File: src/logic/psr_pkg.sv
// Shared constants and types for the pseudo-static RAM refresh scheduler
`default_nettype none
package psr_pkg;
  // Bus and clock
  localparam int ADDR_W = 22;
  localparam int DATA_W = 16;
  localparam int CLK_NS = 10;
  localparam int TMR_W  = 12;
  // Longest times, rounded down to cycles
  localparam int MAX_SELECT_LOW_TIME_US    = 4;
  localparam int MAX_SELECT_LOW_CYC        = MAX_SELECT_LOW_TIME_US * 1000 / CLK_NS;
  localparam int MAX_ADDRESS_VALID_TIME_US = 4;
  localparam int MAX_ADDRESS_VALID_CYC     = MAX_ADDRESS_VALID_TIME_US * 1000 / CLK_NS;
  localparam int REFRESH_WINDOW_US         = 4;
  localparam int REFRESH_WINDOW_CYC        = REFRESH_WINDOW_US * 1000 / CLK_NS;
  localparam int RANDOM_ACCESS_TIME_NS     = 70;
  localparam int RANDOM_ACCESS_CYC         = RANDOM_ACCESS_TIME_NS / CLK_NS;
  localparam int INTRAPAGE_ACCESS_TIME_NS  = 20;
  localparam int INTRAPAGE_ACCESS_CYC      = INTRAPAGE_ACCESS_TIME_NS / CLK_NS;
  // Least times, rounded up to cycles
  localparam int WRITE_CYCLE_TIME_NS       = 70;
  localparam int WRITE_CYCLE_CYC           = (WRITE_CYCLE_TIME_NS + CLK_NS - 1) / CLK_NS;
  localparam int SELECT_HIGH_MIN_TIME_NS   = 5;
  localparam int SELECT_HIGH_MIN_CYC       = (SELECT_HIGH_MIN_TIME_NS + CLK_NS - 1) / CLK_NS;
  // Array geometry and row opening
  localparam int PAGE_W       = 4;
  localparam int ROW_COL_W    = 7;
  localparam int ROW_OPEN_CYC = 3;

  // Operating mode of the memory
  typedef enum logic [1:0] {
    PSR_MODE_ASYNC,
    PSR_MODE_PAGE,
    PSR_MODE_BURST
  } psr_mode_t;

  // Memory bus pins as seen by the device
  typedef struct packed {
    logic              ce_n;
    logic              we_n;
    logic              oe_n;
    logic [ADDR_W-1:0] addr;
  } psr_bus_t;

  // One-cycle events towards the array
  typedef struct packed {
    logic refresh_go;
    logic array_wr;
    logic burst_done;
  } psr_evt_t;
endpackage
`default_nettype wire

File: src/logic/psr_refresh_sched.sv
// Hidden refresh scheduler and access timing inside the pseudo-static RAM
// Functional notes
// - Back-to-back async accesses need no deselect
// - Long page select: intrapage reads use random
// - Burst ends on select high clock edge
// - Row crossing raises wait, schedules refresh
`timescale 1ns/10ps
`default_nettype none
module psr_refresh_sched #(
  parameter int COL_W    = psr_pkg::ROW_COL_W,
  parameter int ROW_OPEN = psr_pkg::ROW_OPEN_CYC
) (
  // Clock and reset
  input  wire logic                          mclk,
  input  wire logic                          sys_rst,
  // Memory bus pins
  input  wire psr_pkg::psr_bus_t             bus,
  input  wire psr_pkg::psr_mode_t            mode,
  input  wire logic                          burst_clk,
  input  wire logic [psr_pkg::DATA_W-1:0]    dq_in,
  output logic [psr_pkg::DATA_W-1:0]         dq_out,
  output logic                               dq_oe_n,
  output logic                               wait_o,
  // Array side
  input  wire logic [psr_pkg::DATA_W-1:0]    array_rdata,
  output psr_pkg::psr_evt_t                  evt,
  output logic [psr_pkg::ADDR_W-1:0]         array_addr,
  output logic [psr_pkg::DATA_W-1:0]         array_wdata,
  // Status
  output logic                               rd_valid,
  output logic                               ext_write,
  output logic                               page_slow,
  output logic                               refresh_overdue
);
  localparam int AW = psr_pkg::ADDR_W;
  localparam logic [3:0] AA_V  = 4'(psr_pkg::RANDOM_ACCESS_CYC);
  localparam logic [3:0] APA_V = 4'(psr_pkg::INTRAPAGE_ACCESS_CYC);

  typedef enum logic [1:0] {ST_STANDBY, ST_ACTIVE, ST_ROW_OPEN} psr_state_t;

  psr_state_t           st_reg, st_next;
  logic [AW-1:0]        addr_prev_reg, burst_addr_reg;
  logic [3:0]           acc_reg;
  logic                 ce_prev_reg, wr_prev_reg, clk_prev_reg;
  logic                 burst_act_reg, ext_wr_reg, ref_pend_reg, slow_reg, overdue_reg;
  logic [psr_pkg::DATA_W-1:0] wdata_reg, rdata_reg;
  psr_pkg::psr_evt_t    evt_reg;
  logic                 ce_over, addr_over, wp_over, hi_over, ref_tick, row_done;

  // Pin decode
  wire ce_act     = !bus.ce_n;
  wire wr_act     = ce_act && !bus.we_n;
  wire ce_fall    = ce_act && !ce_prev_reg;
  wire addr_chg   = ce_act && (bus.addr != addr_prev_reg);
  wire clk_rise   = burst_clk && !clk_prev_reg;
  wire is_burst   = (mode == psr_pkg::PSR_MODE_BURST);
  wire is_page    = (mode == psr_pkg::PSR_MODE_PAGE);
  wire wr_end     = wr_prev_reg && !wr_act;
  wire same_page  = (bus.addr[AW-1:psr_pkg::PAGE_W] == addr_prev_reg[AW-1:psr_pkg::PAGE_W]);
  wire row_wrap   = &burst_addr_reg[COL_W-1:0];
  wire row_enter  = (st_reg == ST_ACTIVE) && (st_next == ST_ROW_OPEN);
  wire burst_done = is_burst && clk_rise && !ce_act && burst_act_reg;
  wire ext_set    = wr_act && !is_burst && ce_over && addr_over;
  wire ext_ref_ok = ext_wr_reg && wp_over;

  // Select low, address stable, write pulse, deselect and refresh spans
  psr_span_timer #(.W(psr_pkg::TMR_W), .LIMIT(psr_pkg::MAX_SELECT_LOW_CYC)) u_ce_tmr (
    .mclk(mclk), .sys_rst(sys_rst), .run(ce_act), .clr(!ce_act),
    .count(), .reached(ce_over));
  psr_span_timer #(.W(psr_pkg::TMR_W), .LIMIT(psr_pkg::MAX_ADDRESS_VALID_CYC)) u_addr_tmr (
    .mclk(mclk), .sys_rst(sys_rst), .run(ce_act), .clr(addr_chg || !ce_act),
    .count(), .reached(addr_over));
  psr_span_timer #(.W(psr_pkg::TMR_W), .LIMIT(psr_pkg::WRITE_CYCLE_CYC)) u_wp_tmr (
    .mclk(mclk), .sys_rst(sys_rst), .run(wr_act), .clr(!wr_act),
    .count(), .reached(wp_over));
  psr_span_timer #(.W(psr_pkg::TMR_W), .LIMIT(psr_pkg::SELECT_HIGH_MIN_CYC)) u_hi_tmr (
    .mclk(mclk), .sys_rst(sys_rst), .run(!ce_act), .clr(ce_act),
    .count(), .reached(hi_over));
  // Tick cycle itself clears, so limit is one short of the window
  psr_span_timer #(.W(psr_pkg::TMR_W), .LIMIT(psr_pkg::REFRESH_WINDOW_CYC - 1)) u_ref_tmr (
    .mclk(mclk), .sys_rst(sys_rst), .run(1'b1), .clr(ref_tick),
    .count(), .reached(ref_tick));
  // Leave state on the last open cycle, giving exactly ROW_OPEN wait cycles
  psr_span_timer #(.W(psr_pkg::TMR_W), .LIMIT(ROW_OPEN - 1)) u_row_tmr (
    .mclk(mclk), .sys_rst(sys_rst), .run(st_reg == ST_ROW_OPEN),
    .clr(st_reg != ST_ROW_OPEN), .count(), .reached(row_done));

  // Refresh opportunities
  // deselect long enough
  wire opp_standby = !is_burst && hi_over;
  // page mode addresses give no chance
  wire opp_addr    = (mode == psr_pkg::PSR_MODE_ASYNC) && addr_chg && !wr_act;
  // stretched write pulse hides a refresh
  wire opp_extwr   = ext_ref_ok;
  wire opp_row     = row_enter;
  wire opp_burst   = burst_done;
  wire refresh_go  = ref_pend_reg && (opp_standby || opp_addr || opp_extwr || opp_row || opp_burst);
  // Set wins over clear so a tick is never lost
  wire ref_pend_next = ref_tick || (ref_pend_reg && !refresh_go);

  // Read latency selection
  // slow page falls back to random
  wire intrapage   = is_page && !slow_reg && same_page && !ce_fall;
  wire [3:0] lat   = intrapage ? APA_V : AA_V;
  wire slow_next   = ce_act && (slow_reg || (is_page && ce_over && bus.we_n));

  // State transitions
  always_comb begin
    st_next = st_reg;
    case (st_reg)
      ST_STANDBY: begin
        if (ce_act) st_next = ST_ACTIVE;
      end
      ST_ACTIVE: begin
        if (!ce_act) begin
          st_next = ST_STANDBY;
        // crossing a row opens the next one
        end else if (is_burst && clk_rise && row_wrap && burst_act_reg) begin
          st_next = ST_ROW_OPEN;
        end
      end
      ST_ROW_OPEN: begin
        if (row_done) st_next = ce_act ? ST_ACTIVE : ST_STANDBY;
      end
      default: st_next = ST_STANDBY;
    endcase
  end

  // State, edge history and flags
  always_ff @(posedge mclk or posedge sys_rst) begin
    if (sys_rst) begin
      st_reg       <= ST_STANDBY;
      ce_prev_reg  <= 1'b0;
      wr_prev_reg  <= 1'b0;
      clk_prev_reg <= 1'b0;
      ref_pend_reg <= 1'b0;
      slow_reg     <= 1'b0;
      overdue_reg  <= 1'b0;
      ext_wr_reg   <= 1'b0;
    end else begin
      st_reg       <= st_next;
      ce_prev_reg  <= ce_act;
      wr_prev_reg  <= wr_act;
      clk_prev_reg <= burst_clk;
      ref_pend_reg <= ref_pend_next;
      slow_reg     <= slow_next;
      overdue_reg  <= overdue_reg || (ref_tick && ref_pend_reg && !refresh_go);
      // long select and address stretch the write
      ext_wr_reg   <= wr_act && (ext_wr_reg || ext_set);
    end
  end

  // Burst tracking
  always_ff @(posedge mclk or posedge sys_rst) begin
    if (sys_rst) begin
      burst_act_reg  <= 1'b0;
      burst_addr_reg <= '0;
    end else if (ce_fall && is_burst) begin
      burst_act_reg  <= 1'b1;
      burst_addr_reg <= bus.addr;
    // select high on a clock rise ends the burst
    end else if (burst_done) begin
      burst_act_reg  <= 1'b0;
    end else if (clk_rise && ce_act && burst_act_reg && st_reg == ST_ACTIVE) begin
      burst_addr_reg <= burst_addr_reg + 1'b1;
    end
  end

  // Address history, access counter and data paths
  always_ff @(posedge mclk or posedge sys_rst) begin
    if (sys_rst) begin
      addr_prev_reg <= '0;
      acc_reg       <= '0;
      wdata_reg     <= '0;
      rdata_reg     <= '0;
      evt_reg       <= '0;
    end else begin
      addr_prev_reg <= bus.addr;
      if (addr_chg || ce_fall) acc_reg <= lat;
      else if (acc_reg != 4'h0) acc_reg <= acc_reg - 4'h1;
      if (wr_act) wdata_reg <= dq_in;
      if (rd_valid) rdata_reg <= array_rdata;
      // each write commits without a deselect
      evt_reg <= '{refresh_go: refresh_go, array_wr: wr_end, burst_done: burst_done};
    end
  end

  // Outputs
  assign rd_valid        = ce_act && bus.we_n && (acc_reg == 4'h0) && !addr_chg && !ce_fall;
  assign dq_out          = rdata_reg;
  assign dq_oe_n         = !(ce_act && bus.we_n && !bus.oe_n && rd_valid);
  assign wait_o          = (st_reg == ST_ROW_OPEN);
  assign evt             = evt_reg;
  assign array_addr      = addr_prev_reg;
  assign array_wdata     = wdata_reg;
  assign ext_write       = ext_wr_reg;
  assign page_slow       = slow_reg;
  assign refresh_overdue = overdue_reg;
endmodule
`default_nettype wire

File: src/logic/psr_span_timer.sv
// Saturating span timer with a reached flag
`timescale 1ns/10ps
`default_nettype none
module psr_span_timer #(
  parameter int W     = 12,
  parameter int LIMIT = 400
) (
  // Clock and reset
  input  wire logic         mclk,
  input  wire logic         sys_rst,
  // Control
  input  wire logic         run,
  input  wire logic         clr,
  // Status
  output logic [W-1:0]      count,
  output logic              reached
);
  localparam logic [W-1:0] LIMIT_V = W'(LIMIT);

  // Reached once the span hits the limit
  assign reached = (count >= LIMIT_V);

  // Count up, hold at limit
  always_ff @(posedge mclk or posedge sys_rst) begin
    if (sys_rst) begin
      count <= '0;
    end else if (clr) begin
      count <= '0;
    end else if (run && !reached) begin
      count <= count + 1'b1;
    end
  end
endmodule
`default_nettype wire

File: config.mk
export PLATFORM = sky130hd
export DESIGN_NAME = psr_refresh_sched
export DESIGN_NICKNAME = d
export VERILOG_FILES = /design/src/logic/psr_pkg.sv /design/src/logic/psr_refresh_sched.sv /design/src/logic/psr_span_timer.sv
export SDC_FILE = /design/constraint.sdc
export NUM_CORES = 1
export LEC_CHECK = 0
export BUFFER_PORTS_ARGS = -buffer_cell sky130_fd_sc_hd__buf_2
export CORE_MARGIN = 2
export CORE_UTILIZATION = 35
export DETAILED_ROUTE_END_ITERATION = 10
export GPL_TIMING_DRIVEN = 0
export MAX_ROUTING_LAYER = met4
export SLEW_MARGIN = 5
export SYNTH_ARGS = -nofsm -noshare
export SYNTH_HDL_FRONTEND = slang
export SYNTH_HIERARCHICAL = 1
export SYNTH_SLANG_ARGS = --single-unit
File: constraint.sdc
create_clock -name mclk -period 2.8 [get_ports mclk]
set_input_delay 0.42 -clock mclk [delete_from_list [all_inputs] [get_ports mclk]]
set_output_delay 0.42 -clock mclk [all_outputs]
set_load 0.02 [all_outputs]
==> results of run 1 <==
worst max-delay path: cells and delay by family (launching register included):
kind	cells	cell delay [ns]
simple gates	4	1.01
flops	1	0.38
xor+xnor	1	0.17
buf+inv	1	0.16
layer usage:
metal / global-route usage [%] / vias to the layer above / wire length (um)
li1: - / 2216 / -
met1: 18.4 / 2262 / 6310
met2: 23.6 / 99 / 6830
met3: 4.04 / 20 / 569
met4: 5.42 / 0 / 241
met5: - / - / 0
cell usage after synthesis (2+ instances only):
cell	instances
mux2_4	12
mux2_2	24
a31oi_1	2
ha_1	14
nand2b_1	19
nor3_1	18
and2_1	2
xnor2_1	15
nand4_2	2
o21ai_0	13
nor2_1	34
and3_1	2
nand4_1	10
xor2_1	24
clkbuf_1	10
nor4b_1	2
o32a_1	2
inv_1	31
o41ai_1	2
o31ai_1	3
o311ai_2	2
nor4b_4	3
nand3_1	21
nor2b_1	42
nand2_1	29
or2_2	2
nor4_2	7
nand3b_1	2
nand3_2	2
nor4_4	4
dfrtp_1	150
a21oi_1	13
mux2i_1	6
or3_1	5
o22ai_1	4
or4_1	3
cells in the final DEF, fill, tap and decap left out, types with 3 or more instances in the layout:
master	instances
dfrtp_1	150
buf_2	124
nor2b_1	42
nor2_1	33
inv_1	30
nand2_1	29
xor2_1	24
mux2_2	24
nand3_1	21
nand2b_1	19
nor3_1	17
clkbuf_16	17
xnor2_1	15
ha_1	14
a21oi_1	13
o21ai_0	13
mux2_4	12
clkbuf_1	11
nand4_1	10
nor4_2	7
mux2i_1	6
or3_1	5
nor4_4	4
clkinv_2	4
o22ai_1	4
bufinv_16	3
nor4b_4	3
o31ai_1	3
or4_1	3
layout make-up:
cell class / count / area share, %
sequential: 150 / 45.6
multi-input combinational: 365 / 33.4
timing repair buffer: 125 / 7.87
clock buffer: 20 / 5.54
tap: 234 / 3.55
clock inverter: 12 / 1.84
inverter: 31 / 1.44
buffer: 12 / 0.775
worst max path at each step:
stage	from	end	cells after the start	slack [ns]
floorplan	array_addr[20]	dq_oe_n	5	0.36
global placement	sys_rst	dq_out[8]	2	-0.57
detailed placement	bus[24]	u_wp_tmr/count[0]	7	-0.24
CTS	array_addr[20]	dq_oe_n	6	0.08
global route	array_addr[20]	dq_oe_n	6	0.01
finish	array_addr[20]	dq_oe_n	6	0.24
metrics by stage:
step           area (um^2)  setup slack (ns)
5_1_grt               8240            0.0133
3_3_place_gp          7590            -0.566
2_1_floorplan         6680             0.360
6_report              8240             0.239
3_5_place_dp          7620            -0.242
4_1_cts               8230            0.0772
power groups by stage:
stage	Sequential [mW]	Combinational (mW)	Clock, mW
finish	2.43	0.634	2.34
global route	2.45	0.711	2.50
CTS	2.43	0.643	2.40
detailed placement	2.47	0.640	0
global placement	2.46	0.604	0
floorplan	2.51	0.370	0
kinds of logic after synthesis:
family,Yosys count,share of synthesized area (%)
muxes,43,7.81
other,1,0.0562
xor gates and xnor gates,39,5.12
AOI/OAI and AO/OA,52,5.28
buffers and inverters,43,2.70
adders and majority gates,14,2.62
and+or+nand+nor,216,20.2
DFF,150,56.2
what timing repair did:
action                     in CTS  in global routing
hold buffers                    0                  0
setup endpoints to repair       0                  3
buffers inserted                0                  0
gates resized for setup         0                  2
==> flow_metrics.tcl, run 1 <==
set metrics [dict create \
    place_congestion 0.812 \
    reg2regPathDepth 6 \
    end_kind "primary output" \
    max_freq_mhz 390 \
    fin_tns_setup_ns 0 \
    die_height_um 142 \
    initial_core_util_pct 35.7 \
    p_leak_nw 3.88 \
    drt_iter0_markers 191 \
    routed_wl_um 13900 \
    rsz0062_at_grt "false" \
    whs_ns 0.0912 \
    ir_worst_vdd_mv 0.441 \
    async_reset_ff_share_pct 100 \
    multi_input_area_um2 2750 \
    critPathArrivalTime_ns 2.14 \
    first_global_vias 4661 \
    cts_max_path_buffers 2 \
    outcome "finished clean" \
    slowest_delay_ns 0.38 \
    reg2reg_from "array_addr[18]" \
    diodes 0 \
    fillers 1726 \
    p_seq_share_pct 45.0 \
    boundaryPins 125 \
    place_inst 917 \
    rr_endpoint "dq_out[2]" \
    rows 50 \
    largest_reg_flops 22 \
    fp.dieArea_um2 20200 \
    synthDistinctLibCells 58 \
    cts_tree "yes" \
    tightest_slew_ns 0.781 \
    synthTopCellsByArea "dfrtp_1, mux2_2, nor2b_1" \
    die_w_um 142 \
    hp-class "input port to async pin" \
    fin_nets 778 \
    port_buffers 124 \
    avgRoutedWirePerCell_um 14.7 \
    coreArea_um2 18700 \
    worst_setup_path_start_kind "flip-flop" \
    syn_nets 634 \
    final_util_pct 44.0 \
    setup_viol 0 \
    period_minus_slack_ns 2.56 \
    power_density_nw_per_um2 656 \
    synthToLayoutAreaGrowth_pct 23.3 \
    required_ns 2.38 \
    dpl.hpwl_um 10500 \
    synth_area_leader_cell "dfrtp_1" \
    netlist_area_um2 6680 \
    clockPowerShare_pct 43.3 \
    root_buffer "clkbuf_16" \
    ys_seq_elements 150 \
    crit_path_top_delay_cell "dfrtp_1" \
    clock_skew_ns 0.0126 \
    antenna_found_initial 0 \
    antenna_left 0 \
    p_total_mw 5.40 \
    p_switching_mw 1.37 \
    h-tree-depth 4 \
    synth_top_area_share_pct 56.2 \
    drv_slew 0 \
    cts.sinks 150 \
    worst-setup-path-type "flip-flop to primary output" \
    crit_chain "xor2_1 > nor4_2 > nand3b_1 > nor3_2 > nand2b_1 > buf_2" \
    grt_max_degree 51 \
    numCtsBuffers 17 \
    drive_gt1_share_pct 31.0 \
    yosysWarnings 6 \
    regToRegSetupSlack_ns 0.28 \
    fin_crit_sh_pct 91.5 \
    swShare_pct 25.4 \
    via_per_inst 4.84 \
    finalHoldViolCount 0 \
    sequential_cell_area_um2 3750 \
    cp_max_fo 5 \
    final_cells 949 \
    synth_edf_count 0 \
    grt_usage_pct 14.9 \
    internal_power_mw 4.03 \
    insertion_delay_ns 0.42 \
    slew_headroom_pct 48.0 \
    yosysSeqAreaShare_pct 56.2 \
    path_clk_slew_ns 0.06 \
    maxCapViolations 0 \
    route.detailed.drc 0 \
    overflow 0 \
    synthFlopType "dfrtp_1" \
    avgSynthCellArea_um2 12.0 \
    power_frac_comb_pct 11.7 \
    grt_first_pass_wirelength_um 22900 \
    syn_inst 558 \
    vias 4597 \
    drt_pass1_iterations 4 \
]
No activity file was read; power rests on OpenSTA's default activity.
==> inputs of run 2 (changes only) <==
--- a/config.mk
+++ b/config.mk
@@ -7,10 +7,11 @@
 export LEC_CHECK = 0
 export BUFFER_PORTS_ARGS = -buffer_cell sky130_fd_sc_hd__buf_2
 export CORE_MARGIN = 2
-export CORE_UTILIZATION = 35
+export CORE_UTILIZATION = 45
 export DETAILED_ROUTE_END_ITERATION = 10
 export GPL_TIMING_DRIVEN = 0
 export MAX_ROUTING_LAYER = met4
+export PLACE_DENSITY = 0.67
 export SLEW_MARGIN = 5
 export SYNTH_ARGS = -nofsm -noshare
 export SYNTH_HDL_FRONTEND = slang
==> run 2 against run 1 <==
Combinational power fell by 1%; design area decreased by 0.79%; die area decreased by 22%; sequential share of layout area rose by 0.36 points; non-clock buffer count unchanged; first-iteration DRC count up 15%; largest cell class unchanged; total power decreased by 0.31%; cell count decreased by 5.3%; global-route usage increased by 3.5 points; clock power hardly changed; sequential power barely moved.
==> flow_metrics.tcl, run 2 (synthesis gave the netlist of run 1 again) <==
set metrics [dict create \
    cts_max_path_buffers 2 \
    reg2reg_from "array_addr[18]" \
    rr_endpoint "dq_out[0]" \
    numCtsBuffers 17 \
    place_inst 867 \
    route.detailed.drc 0 \
    coreArea_um2 14500 \
    drv_slew 0 \
    worst-setup-path-type "flip-flop to primary output" \
    dpl.hpwl_um 9960 \
    avgRoutedWirePerCell_um 15.2 \
    routed_wl_um 13700 \
    fp.dieArea_um2 15800 \
    path_clk_slew_ns 0.06 \
    hp-class "input port to async pin" \
    outcome "finished clean" \
    insertion_delay_ns 0.42 \
    die_w_um 126 \
    setup_viol 0 \
    slew_headroom_pct 55.0 \
    clock_skew_ns 0.0128 \
    power_density_nw_per_um2 659 \
    grt_usage_pct 18.4 \
    ir_worst_vdd_mv 0.458 \
    h-tree-depth 4 \
    grt_max_degree 67 \
    cts_tree "yes" \
    rows 44 \
    drt_iter0_markers 219 \
    vias 4575 \
    slowest_delay_ns 0.38 \
    drive_gt1_share_pct 30.8 \
    die_height_um 126 \
    grt_first_pass_wirelength_um 22600 \
    diodes 0 \
    p_total_mw 5.38 \
    place_congestion 0.819 \
    cts.sinks 150 \
    overflow 0 \
    cp_max_fo 6 \
    drt_pass1_iterations 4 \
    final_util_pct 56.2 \
    hold_buffers 0 \
    layout_common_cells "dfrtp_1, buf_2, nor2b_1" \
    path_delay_family "simple AND/OR/NAND/NOR gates" \
    via_per_inst 5.09 \
    first_global_vias 4781 \
    maxCapViolations 0 \
    final_common_cell "dfrtp_1" \
    fillers 1209 \
    cp-startpoint "array_addr[18]" \
    finalHoldViolCount 0 \
    crit_path_top_delay_cell "dfrtp_1" \
    critPathArrivalTime_ns 2.20 \
    multi_input_area_um2 2750 \
    path_buf_inv 1 \
    fin_crit_sh_pct 93.6 \
    port_buffers 124 \
    required_ns 2.38 \
    period_minus_slack_ns 2.62 \
    synthToLayoutAreaGrowth_pct 22.4 \
    cts-resized-gates 0 \
    antenna_found_initial 0 \
    end_kind "primary output" \
    boundaryPins 125 \
    regToRegSetupSlack_ns 0.42 \
    crit_end "dq_oe_n" \
    largest_reg_flops 22 \
    reg2regPathDepth 6 \
    worst_setup_path_start_kind "flip-flop" \
    max_freq_mhz 381 \
    critical_path_depth 6 \
    cts_setup_buffers 0 \
    p_leak_nw 3.88 \
    final_cells 899 \
    crit_chain "xor2_1 > nor4_2 > nand4_2 > nor3_1 > nand2b_1 > buf_2" \
    tightest_slew_ns 0.675 \
    rsz0062_at_grt "false" \
    antenna_left 0 \
    root_buffer "clkbuf_16" \
    initial_core_util_pct 45.9 \
    fin_tns_setup_ns 0 \
    fin_nets 778 \
    sequential_cell_area_um2 3750 \
]
## run 2: changes by cell type in the layout (fill, tap and decap cells not counted), sizes merged
cell,previous run,this run
clkinv,6,5
inv,32,31
clkbuf,30,33
clkinvlp,2,1
## run 2: layout make-up
| type | count | share of cell area (%) |
|---|---|---|
| plain buffers | 12 | 0.781 |
| clock buffers | 23 | 5.97 |
| clock inverters | 9 | 1.50 |
| inverters | 31 | 1.45 |
| multi-input cells | 365 | 33.6 |
| flip-flops and latches | 150 | 45.9 |
| well taps | 184 | 2.82 |
| repair buffers | 125 | 7.93 |
## run 2: worst reg2reg max path: cells and delay by family, from the launching register on
family        cells  cell delay [ns]
simple gates      3             1.18
flops             1             0.38
mux               1             0.31
buf+inv           1             0.23
xor+xnor          1             0.17
## run 2: worst min path at each step
| stage | start | endpoint | depth (start not counted) |
|---|---|---|---|
| after floorplan | sys_rst | u_addr_tmr/count[0] | 1 |
| after global placement | wr_prev_reg | evt[1] | 1 |
| after detailed placement | sys_rst | refresh_overdue | 2 |
| after CTS | sys_rst | array_wdata[0] | 2 |
| after global routing | sys_rst | array_wdata[0] | 2 |
| final | sys_rst | array_wdata[0] | 2 |
## run 2: metrics by stage
stage	hold slack (ns)	setup WS, ns	instance area [um^2]
2_1_floorplan	0.285	0.360	6680
3_3_place_gp	0.447	-0.596	7530
3_5_place_dp	0.472	-0.305	7560
4_1_cts	0.0241	0.0930	8170
5_1_grt	0.0318	0.0327	8170
6_report	0.0152	0.178	8170
## run 2: per-layer routing
layer  vias up  share of wire (%)  track usage [%]
met5         -                  0                -
met4         0                1.4             5.95
met3        14                3.0             4.29
met2        74                 52             31.1
met1      2277                 43             21.9
li1       2210                  -                -
## run 2: power breakdown
group          leakage (nW)  internal [mW]  total, mW  switching (mW)
registers              1.96           2.31       2.43           0.124
logic                  1.62          0.274      0.625           0.351
clock network         0.303           1.49       2.33           0.838
==> inputs of run 3 (changes only) <==
--- a/config.mk
+++ b/config.mk
@@ -6,7 +6,6 @@
 export NUM_CORES = 1
 export LEC_CHECK = 0
 export BUFFER_PORTS_ARGS = -buffer_cell sky130_fd_sc_hd__buf_2
-export CORE_MARGIN = 2
 export CORE_UTILIZATION = 45
 export DETAILED_ROUTE_END_ITERATION = 10
 export GPL_TIMING_DRIVEN = 0
==> run 3 against run 2 <==
Global-route usage up 0.97 points; cell count fell by 0.11%; clock power grew 3%; total power up 1.4%; combinational power increased by 2%; sequential power barely moved; sequential cell count is the same; sequential share of layout area is 0.070 points lower; die area down 3.2%; routed wire length rose by 1.8%; critical endpoint is now u_wp_tmr/count[0].
==> flow_metrics.tcl, run 3 (synthesis gave the netlist of run 1 again) <==
set metrics [dict create \
    outcome "finished clean" \
    place_congestion 0.785 \
    internal_power_mw 4.09 \
    rows 44 \
    synthToLayoutAreaGrowth_pct 22.6 \
    path_buf_inv 3 \
    worst_setup_path_start_kind "input port" \
    antenna_left 0 \
    die_w_um 124 \
    initial_core_util_pct 46.1 \
    tightest_slew_ns 0.797 \
    p_leak_nw 3.88 \
    first_global_vias 4625 \
    hold_buffers 0 \
    setup_ws_ns 0.231 \
    grt_max_degree 66 \
    grtUsageMet2_pct 31.7 \
    grt_first_pass_wirelength_um 22100 \
    final_common_cell "dfrtp_1" \
    final_cells 898 \
    root_buffer "clkbuf_16" \
    p_seq_share_pct 44.6 \
    routed_wl_um 13900 \
    port_buffers 124 \
    cts_max_path_buffers 2 \
    p_total_mw 5.46 \
    crit_top_cell "clkbuf_1" \
    avgRoutedWirePerCell_um 15.5 \
    cts_tree "yes" \
    insertion_delay_ns 0.42 \
    worst-setup-path-type "input port to flip-flop" \
    dpl.hpwl_um 10000 \
    period_minus_slack_ns 2.57 \
    power_density_nw_per_um2 667 \
    via_per_inst 5.16 \
    boundaryPins 125 \
    rsz0062_at_grt "false" \
    grtUsageMet1_pct 23.4 \
    slew_headroom_pct 46.7 \
    coreArea_um2 14500 \
    slowest_delay_ns 0.68 \
    drive_gt1_share_pct 30.8 \
    layout_common_cells "dfrtp_1, buf_2, nor2b_1" \
    required_ns 3.10 \
    clockPowerShare_pct 43.8 \
    diodes 0 \
    p_switching_mw 1.36 \
    drv_slew 0 \
    globalRoute.busiestLayer "met2" \
    max_freq_mhz 389 \
    h-tree-depth 4 \
    crit_path_top_delay_cell "nor2_1" \
    die_height_um 124 \
    route.detailed.drc 0 \
    fin_nets 778 \
    antenna_found_initial 0 \
    vias 4631 \
    swShare_pct 25.0 \
    fin_crit_sh_pct 91.7 \
    drt_pass1_iterations 5 \
    cp_max_fo 11 \
    path_delay_family "buffers and inverters" \
    finalHoldViolCount 0 \
    place_inst 867 \
    path_clk_slew_ns 0.06 \
    place_ws_ns -0.208 \
    end_kind "flip-flop" \
    use_met3_pct 4.44 \
    setup_viol 0 \
    power_frac_comb_pct 11.6 \
    largest_reg_flops 22 \
    cts-resized-gates 0 \
    cts.sinks 150 \
    cts_setup_buffers 0 \
    maxCapViolations 0 \
    ir_worst_vdd_mv 0.507 \
    overflow 0 \
    clock_skew_ns 0.00848 \
    crit_chain "buf_2 > clkbuf_1 > nor2_1 > clkbuf_1 > a21boi_1 > nand4_2 > mux2_4" \
    hp-class "input port to async pin" \
    fp.dieArea_um2 15300 \
    drt_iter0_markers 304 \
    critPathArrivalTime_ns 2.87 \
    numCtsBuffers 17 \
    grt_usage_pct 19.4 \
]
[run 3: area by class of cell]
class                           count  area [um^2]
Clock inverter                     12          178
Timing Repair Buffer              125          648
Tap cell                          184          230
Multi-Input combinational cell    365         2750
Buffer                             12         63.8
Inverter                           31          119
Clock buffer                       19          443
Fill cell                        1182         6290
Sequential cell                   150         3750
[run 3: layer usage]
metal  vias up  wire (um)
met5         -          0
met4         0        157
met3        19        428
met2        89       7350
met1      2313       5970
li1       2210          -
[run 3: worst paths after layout]
| kind | start | end | slack, ns | cells past startpoint |
|---|---|---|---|---|
| max | bus[24] | u_wp_tmr/count[0] | 0.23 | 7 |
| min | sys_rst | ref_pend_reg | 0.03 | 2 |
| max reg2reg | array_addr[18] | dq_out[2] | 0.37 | 6 |
| min reg2reg | wr_prev_reg | evt[1] | 0.46 | 1 |
| max in group asynchronous | sys_rst | dq_out[5] | 2.21 | 3 |
| min in group mclk | bus[16] | array_addr[16] | 0.13 | 1 |
[run 3: stage by stage]
| stage | TNS [ns] | cell area (um^2) | util (%) | hold WS, ns |
|---|---|---|---|---|
| after global placement | -43.68 | 7530 | 52.0 | 0.450 |
| final | 0 | 8180 | 56.5 | 0.0265 |
| after global routing | 0 | 8180 | 56.5 | 0.0388 |
| after CTS | 0 | 8180 | 56.5 | 0.0354 |
| after detailed placement | -1.23 | 7560 | 52.2 | 0.461 |
| after floorplan | 0 | 6680 | - | 0.285 |
[run 3: power groups by stage]
stage	combinational, mW	sequential [mW]	clock [mW]
6_report	0.635	2.43	2.39
5_1_grt	0.707	2.45	2.52
4_1_cts	0.645	2.43	2.44
3_5_place_dp	0.638	2.47	0
3_3_place_gp	0.601	2.46	0
2_1_floorplan	0.370	2.51	0
